<file path="src/icc_map.svh">
// Purpose: Offsets, field positions, select codes and counts of the capture channel.
// Assumes: Included by the package and the channel top.
// Notes:   Definitions only.
`ifndef ICC_MAP_SVH
`define ICC_MAP_SVH

// Register indexes on the plain register port
`define ICC_OFS_CTRL   4'h0
`define ICC_OFS_BUF    4'h1
`define ICC_OFS_STS    4'h2
`define ICC_OFS_MSK    4'h3

// Control field positions
`define ICC_BIT_STOP   13
`define ICC_TSEL_HI    12
`define ICC_TSEL_LO    10
`define ICC_ICI_HI     6
`define ICC_ICI_LO     5
`define ICC_BIT_OV     4
`define ICC_BIT_BNE    3
`define ICC_MODE_HI    2
`define ICC_MODE_LO    0

// Time base select codes
`define ICC_TSEL_PER   3'h7
`define ICC_TSEL_EXT   3'h4
`define ICC_TSEL_T5    3'h3
`define ICC_TSEL_T4    3'h2
`define ICC_TSEL_T2    3'h1
`define ICC_TSEL_T3    3'h0

// Status and mask bit positions
`define ICC_STS_CAP    0
`define ICC_STS_OVF    1
`define ICC_STS_WAKE   2

// Buffer and prescaler figures
`define ICC_BUF_DEPTH  3'h4
`define ICC_PRE4_LAST  2'h3
`define ICC_PRE16_LAST 4'hF

`endif

</file>
<file path="src/icc_pkg.sv">
// Purpose: Types shared by the capture channel.
// Assumes: icc_map.svh holds the numbers.
// Notes:   Mode codes follow the control register layout.
`include "icc_map.svh"

package icc_pkg;

  // Capture mode codes; 3'h2 is left unnamed
  typedef enum logic [2:0] {
    ICC_MODE_OFF    = 3'h0,
    ICC_MODE_EDGE   = 3'h1,
    ICC_MODE_FALL   = 3'h3,
    ICC_MODE_RISE4  = 3'h4,
    ICC_MODE_RISE16 = 3'h5,
    ICC_MODE_UNUSED = 3'h6,
    ICC_MODE_WAKE   = 3'h7
  } icc_mode_t;

  // Register port request
  typedef struct packed {
    logic [3:0]  addr;
    logic [15:0] wdata;
    logic        write;
    logic        read;
  } icc_bus_req_t;

  // Time bases from the timers
  typedef struct packed {
    logic [15:0] twoCount;
    logic [15:0] threeCount;
    logic [15:0] fourCount;
    logic [15:0] fiveCount;
    logic [15:0] extraCount;
  } icc_tbase_t;

  // Whole state of the channel
  typedef struct packed {
    logic [2:0]        sync;
    logic              lvl;
    logic              stopIdle;
    logic [2:0]        tsel;
    logic [1:0]        captures_per_interrupt;
    icc_mode_t         mode;
    logic              ov;
    logic [3:0][15:0]  buffer;
    logic [1:0]        wp;
    logic [1:0]        rp;
    logic [2:0]        cnt;
    logic [3:0]        pre;
    logic [1:0]        icnt;
    logic [15:0]       fbCnt;
    logic [2:0]        sts;
    logic [2:0]        msk;
    logic [15:0]       rdata;
    logic              irq;
  } icc_state_t;

endpackage : icc_pkg

</file>
<file path="src/icc_input_capture_channel.sv">
// Purpose: One input capture channel with a four-word buffer and an interrupt.
// Assumes: Timer counts arrive on clk; the capture pin is asynchronous.
// Notes:   Register port answers reads one cycle later and never stalls.
//
// Implementation choices: the address map and strobed register access.
`timescale 1ns/1ps
`default_nettype none
`include "icc_map.svh"

module icc_input_capture_channel
  import icc_pkg::*;
(
  // Clock and reset
  input  wire logic         clk,
  input  wire logic         rst,
  // Register port
  input  wire icc_bus_req_t busReq,
  output var  logic [15:0]  regRdata,
  // Capture pin and CPU power state
  input  wire logic         capturePin,
  input  wire logic         cpuIdle,
  input  wire logic         cpuSleep,
  // Time bases
  input  wire icc_tbase_t   timeBase,
  // Interrupt
  output var  logic         irq
);

  icc_state_t  s_q;
  icc_state_t  s_d;
  logic        riseEv;
  logic        fallEv;
  logic        capEv;
  logic        pushEv;
  logic        popEv;
  logic        capIrq;
  logic        ovEv;
  logic        wakeEv;
  logic        halted;
  logic        ctrlWrite;
  logic        ctrlRead;
  logic [1:0]  pushIdx;
  logic [15:0] tbValue;

  // Register port decode
  assign ctrlWrite = busReq.write && (busReq.addr == `ICC_OFS_CTRL);
  assign ctrlRead  = busReq.read && (busReq.addr == `ICC_OFS_CTRL);

  // Time base mux; reserved codes give zero
  always_comb begin
    unique case (s_q.tsel)
      `ICC_TSEL_PER: tbValue = s_q.fbCnt;
      `ICC_TSEL_EXT: tbValue = timeBase.extraCount;
      `ICC_TSEL_T5:  tbValue = timeBase.fiveCount;
      `ICC_TSEL_T4:  tbValue = timeBase.fourCount;
      `ICC_TSEL_T2:  tbValue = timeBase.twoCount;
      `ICC_TSEL_T3:  tbValue = timeBase.threeCount;
      default:       tbValue = 16'h0000;
    endcase
  end

  // Next state of the whole channel
  always_comb begin
    s_d     = s_q;
    riseEv  = 1'b0;
    fallEv  = 1'b0;
    capEv   = 1'b0;
    pushEv  = 1'b0;
    popEv   = 1'b0;
    capIrq  = 1'b0;
    ovEv    = 1'b0;
    wakeEv  = 1'b0;
    pushIdx = s_q.wp;
    halted  = s_q.stopIdle && cpuIdle;

    // Pin filter: a change counts once the second and third stages agree
    s_d.sync = {s_q.sync[1:0], capturePin};
    if ((s_q.sync[2] == s_q.sync[1]) && (s_q.sync[2] != s_q.lvl)) begin
      s_d.lvl = s_q.sync[2];
      riseEv  = s_q.sync[2];
      fallEv  = !s_q.sync[2];
    end

    // Free-running peripheral clock time base
    s_d.fbCnt = s_q.fbCnt + 16'h0001;

    // Control write; a mode change restarts the counters
    if (ctrlWrite) begin
      s_d.stopIdle = busReq.wdata[`ICC_BIT_STOP];
      s_d.tsel     = busReq.wdata[`ICC_TSEL_HI:`ICC_TSEL_LO];
      s_d.captures_per_interrupt      = busReq.wdata[`ICC_ICI_HI:`ICC_ICI_LO];
      s_d.mode     = icc_mode_t'(busReq.wdata[`ICC_MODE_HI:`ICC_MODE_LO]);
      // A new interrupt count must start afresh, or count 00 could skip captures
      if ((s_d.mode != s_q.mode) || (s_d.captures_per_interrupt != s_q.captures_per_interrupt)) begin
        s_d.pre  = 4'h0;
        s_d.icnt = 2'h0;
      end
      // Turning off empties the buffer and clears overflow
      if (s_d.mode == ICC_MODE_OFF) begin
        s_d.cnt = 3'h0;
        s_d.wp  = 2'h0;
        s_d.rp  = 2'h0;
        s_d.ov  = 1'b0;
      end
    end

    // Buffer read pops the oldest word
    if (busReq.read && (busReq.addr == `ICC_OFS_BUF) && (s_d.cnt != 3'h0)) begin
      popEv   = 1'b1;
      s_d.rp  = s_d.rp + 2'h1;
      s_d.cnt = s_d.cnt - 3'h1;
    end

    // Edge qualification by mode
    unique case (s_q.mode)
      ICC_MODE_EDGE: capEv = !halted && (riseEv || fallEv);
      ICC_MODE_FALL: capEv = !halted && fallEv;
      ICC_MODE_RISE4: begin
        if (!halted && riseEv) begin
          s_d.pre = s_q.pre + 4'h1;
          capEv   = (s_q.pre[1:0] == `ICC_PRE4_LAST);
        end
      end
      ICC_MODE_RISE16: begin
        if (!halted && riseEv) begin
          s_d.pre = s_q.pre + 4'h1;
          capEv   = (s_q.pre == `ICC_PRE16_LAST);
        end
      end
      // Wake pin ignores every other control bit, idle stop included
      ICC_MODE_WAKE: wakeEv = riseEv && (cpuSleep || cpuIdle);
      default: capEv = 1'b0;
    endcase

    // Push the time base, or flag overflow when full
    if (capEv) begin
      if (s_d.cnt == `ICC_BUF_DEPTH) begin
        ovEv   = 1'b1;
        s_d.ov = 1'b1;
      end else begin
        pushEv  = 1'b1;
        pushIdx = s_d.wp;
        s_d.buffer[s_d.wp] = tbValue;
        s_d.wp  = s_d.wp + 2'h1;
        s_d.cnt = s_d.cnt + 3'h1;
      end
      // Captures per interrupt; the edge mode interrupts every time
      if (s_q.mode == ICC_MODE_EDGE) begin
        capIrq = 1'b1;
      end else if (s_q.icnt == s_q.captures_per_interrupt) begin
        capIrq   = 1'b1;
        s_d.icnt = 2'h0;
      end else begin
        s_d.icnt = s_q.icnt + 2'h1;
      end
    end

    // Sticky status: write one to clear, a new event wins
    if (busReq.write && (busReq.addr == `ICC_OFS_STS)) begin
      s_d.sts = s_q.sts & ~busReq.wdata[2:0];
    end
    if (busReq.write && (busReq.addr == `ICC_OFS_MSK)) begin
      s_d.msk = busReq.wdata[2:0];
    end
    s_d.sts[`ICC_STS_CAP]  = s_d.sts[`ICC_STS_CAP] | capIrq;
    s_d.sts[`ICC_STS_OVF]  = s_d.sts[`ICC_STS_OVF] | ovEv;
    s_d.sts[`ICC_STS_WAKE] = s_d.sts[`ICC_STS_WAKE] | wakeEv;
    s_d.irq = |(s_d.sts & s_d.msk);

    // Read data stands for one cycle only
    s_d.rdata = 16'h0000;
    if (busReq.read) begin
      unique case (busReq.addr)
        `ICC_OFS_CTRL: begin
          s_d.rdata[`ICC_BIT_STOP]              = s_q.stopIdle;
          s_d.rdata[`ICC_TSEL_HI:`ICC_TSEL_LO]  = s_q.tsel;
          s_d.rdata[`ICC_ICI_HI:`ICC_ICI_LO]    = s_q.captures_per_interrupt;
          s_d.rdata[`ICC_BIT_OV]                = s_q.ov;
          s_d.rdata[`ICC_BIT_BNE]               = (s_q.cnt != 3'h0);
          s_d.rdata[`ICC_MODE_HI:`ICC_MODE_LO]  = s_q.mode;
        end
        `ICC_OFS_BUF: begin
          if (s_q.cnt != 3'h0) begin
            s_d.rdata = s_q.buffer[s_q.rp];
          end
        end
        `ICC_OFS_STS: s_d.rdata = {13'h0000, s_q.sts};
        `ICC_OFS_MSK: s_d.rdata = {13'h0000, s_q.msk};
        default:      s_d.rdata = 16'h0000;
      endcase
    end
  end

  // State register
  always_ff @(posedge clk) begin
    if (rst) begin
      s_q <= '0;
    end else begin
      s_q <= s_d;
    end
  end

  // Outputs straight from flip-flops
  assign regRdata = s_q.rdata;
  assign irq      = s_q.irq;
endmodule : icc_input_capture_channel
`default_nettype wire

</file>
<file path="config.mk">
export PLATFORM = sky130hd
export DESIGN_NAME = icc_input_capture_channel
export DESIGN_NICKNAME = d
export VERILOG_FILES = /design/src/icc_pkg.sv /design/src/icc_input_capture_channel.sv
export VERILOG_INCLUDE_DIRS = /design/src /design/src/src
export SDC_FILE = /design/constraint.sdc
export NUM_CORES = 1
export LEC_CHECK = 0
export ABC_AREA = 1
export BUFFER_PORTS_ARGS = -buffer_cell sky130_fd_sc_hd__buf_2
export CAP_MARGIN = 20
export CORE_ASPECT_RATIO = 0.9
export CORE_MARGIN = 2
export CORE_UTILIZATION = 28
export CTS_BUF_LIST = sky130_fd_sc_hd__clkbuf_8 sky130_fd_sc_hd__clkbuf_16
export CTS_CLUSTER_SIZE = 24
export DETAILED_ROUTE_END_ITERATION = 10
export HOLD_SLACK_MARGIN = 0.03
export PLACE_DENSITY_LB_ADDON = 0.25
export SLEW_MARGIN = 20
export SYNTH_ARGS = -nofsm -noshare
export SYNTH_HDL_FRONTEND = slang
export SYNTH_SLANG_ARGS = --single-unit
</file>
<file path="constraint.sdc">
create_clock -name clk -period 7.7 [get_ports clk]
set_input_delay 1.54 -clock clk [delete_from_list [all_inputs] [get_ports clk]]
set_output_delay 1.54 -clock clk [all_outputs]
set_load 0.005 [all_outputs]
</file>
; Word-level counts from Yosys, hierarchy flattened
; Index checks and enable logic that the tools add are counted.
[totals]
reg_bits = 130
word_cells = 128
[classes]
eq_ne = 21
reduce_logical = 27
n_mux = 38
n_bitwise = 10
magnitude_cmp = 3
n_addsub = 7
[ops]
columns = op, count
row1 = $pmux W16 S6, 1
row2 = $mux W67, 1
row3 = $mux W66, 1
row4 = $bwmux W64, 1
row5 = $bmux W16 S2, 1
row6 = $demux W16 S2, 1
row7 = $mux W16, 2
row8 = $pmux W7 S4, 1
row9 = $eq A3 B3 Y1 const B, 6
row10 = $add A16 B1 Y16 const B, 1
row11 = $mux W14, 1
row12 = $mux W1, 13
row13 = $mux W13, 1
row14 = $logic_and A1 B1 Y1, 12
row15 = $mux W3, 4
row16 = $eq A3 B2 Y1 const B, 3
row17 = $eq A4 B2 Y1 const B, 2
row18 = $mux W4, 2
row19 = $pmux W4 S2, 1
row20 = $mux W7, 1
row21 = $add A2 B1 Y2 const B, 3
row22 = $and A3 B3 Y3, 2
row23 = $eq A3 B1 Y1 const B, 2
row24 = $logic_not A3 Y1, 2
row25 = 28 further kinds, 41

; Depth between registers and ports, before layout
[logic_depth]
word_depth = 13
ltp_mapped = 22

; Worst setup path before layout
; OpenSTA, ideal clock, no wires.
[synth_path]
path_type = input -> register
from = input busReq[21] in the netlist's numbering
to = register with a tool-made name
t_required_ns = 7.586
arrival_ns = 3.945
slack_ns = 3.641
stages = 21
path_cell_list = nor2_4 > nand2_1 > nor2_2 > nand2_1 > nand2_1 > inv_1 > nor2_1 > ha_1 > nor2_1 > nand4_1 > clkinv_1 > nand2_1 > xnor2_1 > inv_1 > ha_1 > nand3_4 > buf_6 > nand3_4 > buf_6 > nor2_1 > nor2_1
[synth_lines]
columns = item, line
row1 = start: declaration, icc_input_capture_channel.sv:17  ; input wire icc_bus_req_t busReq,

==> run summary <==
The flow ran to the end, and the final reports show no timing, DRC or antenna violations. The repair_antennas step left the layout with diodes totalling 0. For this run, the total global-route usage over all layers was measured as 16.46%.

The root buffer cell chosen for the clock tree is sky130_fd_sc_hd__clkbuf_16. The transition time at the pin with the least slew margin is 1.011 ns, and the post-synthesis cell count is 1113. The final route contains 6961 vias. The cell area after synthesis is 7037 um2, and the max-cap check violation count is 0. Summed over all failing endpoints, the final setup total negative slack is 0 ns.

Number of rows created at floorplan: 55. Synthesized area per cell: 6.322 um2. VDD sags by at most 126.8 uV. The share of the yosys chip area belonging to registers is 36.98%, and the H-tree depth is 4. The number of nets handed over by synthesis was 1229. Final worst-path cycle share: 59.78%. For the clock sink count, the log shows 130.

The run gives 0.7840 as the final weighted congestion of routability-driven global placement. Power spread over the standard cell area amounts to 197.8 nW/um2. The synthesized design devotes to its leading area cell type 36.98% of total area. The required time of the critical path is 8.06 ns, and the synthesis-to-finish area growth is 19.08%. The tools report the number of top-level pins as 124. The tools report the number of nets at the end of the flow as 1305. After clock tree synthesis, the repair step resized 0 gates.

The logs give 0 for the initial antenna violation count and 0 for the number of hold violations in the final report. For the TritonCTS buffer count, the log shows 17. Count of buffers added by post-CTS timing repair for setup: 0. The worst setup path is captured at a flop.

Number of pins exceeding their max-slew limit in the final report: 0. The final setup skew was 0.01816 ns. In this run, the number of DRC markers left after iteration 0 of detailed routing was 404. After synthesis, the netlist uses 34 different library cells. Ranked by total cell area, the synthesized netlist is headed by sky130_fd_sc_hd__dfxtp_1 37%, sky130_fd_sc_hd__nand2_1 15%, sky130_fd_sc_hd__nor2_1 8.9%. For the post-route DRC violation count, the log shows 0.

Data arrives at the worst endpoint at 4.96 ns. The longest clock path from root to sink contains 2 buffers. Along the worst path, the maximum fanout reaches 28. In this run the static leakage power is 3.936 nW. The synthesized design spends more area on one cell type than any other, namely sky130_fd_sc_hd__dfxtp_1. The x dimension of the die is 171.1 um. Setup repair after global routing left no endpoint under its margin. Including well taps, the total number of placed cells is 1512. The largest net degree at the start of global routing came out at 93. The hold slack was 0.4047 ns; the number of I/O port buffers was 116. The most frequent standard cell in the layout excluding fill and tap cells was sky130_fd_sc_hd__nand2_1. TritonCTS built the clock tree. The path class of the tightest hold or removal check is flop to flop. The worst-case headroom to the max-slew limit was 32.61%. The final critical delay including setup and external delays was 4.603 ns. The average wire per standard cell was 13.71 um. The tools report the critical path startpoint category as a primary input. Hold repair after CTS inserted 0 buffers. The run gives 0 as the Yosys warning count.

At the later pin of the worst-skew pair, clock insertion delay measures 0.43 ns. After the flow finishes, the layout carries non-filler instances totaling 1543. The area of the die was 26420 um2. The overall overflow remaining after global route was 0; the proportion of layout cells with a drive suffix above 1 was 14.32%.

Synthesis inferred 130 register bits. The critical path is of the primary input to flop type. The first global-routing pass estimated 33.88 mm of wire. The mean number of vias per cell was 4.511.

The total wire length after detailed routing was 21.16 mm; the placed wire-length estimate after detailed placement was 14.76 mm. For the detailed-router iteration count before antenna repair, the log shows 6. The post-placement cell area came out at 7740 um2. Timing would allow up to 217.2 MHz. The top cell types in the final layout, fill and taps aside, are 280 x sky130_fd_sc_hd__nand2_1, 167 x sky130_fd_sc_hd__nor2_1, 162 x sky130_fd_sc_hd__inv_1. The antenna violation net count after detailed routing is 0, and the die extent in y is 154.4 um. The core outline area was 24910 um2. The via count of the first global-routing pass was 6507; the clock-pin slew on the worst setup and hold paths was 0.07 ns. For the starting density of the core, the log shows 28.25%.

Setup violations remaining at the end of the flow were counted as 0. After routing the design area is 8379 um2.
## layout make-up
cell class              count  area [um2]
clock buffers              17       425.4
clock inverters            14       214.0
multi-input cells         749        3452
fillers                  2808       16530
inverters                 171       643.1
repair buffers            120       614.3
flip-flops and latches    130        2603
well taps                 342       427.9
## where the power goes
part	switching (W)	leakage, nW	internal (W)
clock	0.000314	0.310	0.000572
sequential	0.00000429	1.05	0.000676
combinational	0.0000575	2.58	0.0000332
total	0.000376	3.94	0.00128
## cell families after synthesis
family                   after synthesis  synth area share [%]
buffers and inverters                234                 13.96
flip-flops                           130                 36.98
AO/OA/AOI/OAI                        175                 13.03
XOR/XNOR                               6                0.7468
adder cells (fa/ha/maj)                9                 1.600
AND/OR/NAND/NOR                      559                 33.68
## final timing paths
check	from	end	slack (ns)	cells past startpoint
hold reg to reg	s_d[128]$_SDFF_PP0_	s_d[129]$_SDFF_PP0_	0.40	2
setup / recovery	busReq[21]	flop	3.10	21
hold / removal	s_d[128]$_SDFF_PP0_	s_d[129]$_SDFF_PP0_	0.40	2
setup reg to reg	s_q[46]$_SDFF_PP0_	flop	4.61	16
## cell usage after synthesis (all sizes together)
library cell	count
nor2	171
o2111ai	1
nand2	282
clkinv	2
inv	169
clkbuf	25
and2	1
nor3	20
ha	9
o31ai	1
a41oi	3
o211ai	1
a31oi	1
nand3	53
a21boi	1
dfxtp	130
a22oi	7
nand4	31
xor2	2
nor4	1
xnor2	4
buf	38
a21oi	76
o21ai	84
## worst max-delay path: stages
cell	delay (ns)
sky130_fd_sc_hd__buf_2	0.11
sky130_fd_sc_hd__nor2_4	0.15
sky130_fd_sc_hd__nand2_1	0.11
sky130_fd_sc_hd__nor2_2	0.26
sky130_fd_sc_hd__nand2_1	0.24
sky130_fd_sc_hd__nand2_1	0.13
sky130_fd_sc_hd__inv_1	0.05
sky130_fd_sc_hd__nor2_1	0.09
sky130_fd_sc_hd__ha_1	0.16
sky130_fd_sc_hd__nor2_1	0.04
sky130_fd_sc_hd__nand4_1	0.13
sky130_fd_sc_hd__clkinv_1	0.18
sky130_fd_sc_hd__nand2_1	0.14
sky130_fd_sc_hd__xnor2_1	0.18
sky130_fd_sc_hd__inv_1	0.08
sky130_fd_sc_hd__ha_1	0.26
sky130_fd_sc_hd__nand3_4	0.31
sky130_fd_sc_hd__nand3_4	0.41
sky130_fd_sc_hd__nand2_1	0.19
sky130_fd_sc_hd__nand2_1	0.06
sky130_fd_sc_hd__nor2_1	0.11
## per-layer routing
layer / global-route usage, % / routed length [um]
met1: 22.35 / 10360
met3: 3.352 / 1009
met2: 26.52 / 9564
met5: 0 / 0
met4: 4.439 / 223
## through the flow
| stage | power, W | setup WS, ns | utilization [%] |
|---|---|---|---|
| 6_report | 0.001658 | 3.097 | 33.64 |
| 4_1_cts | 0.001679 | 3.096 | 33.64 |
| 3_5_place_dp | 0.0007862 | 2.666 | 31.07 |
| 2_1_floorplan | 0.0007388 | 3.641 | - |
| 3_3_place_gp | 0.0007857 | 2.725 | 31.02 |
| 5_1_grt | 0.001717 | 2.668 | 33.64 |
(Power assumes the default switching activity.)
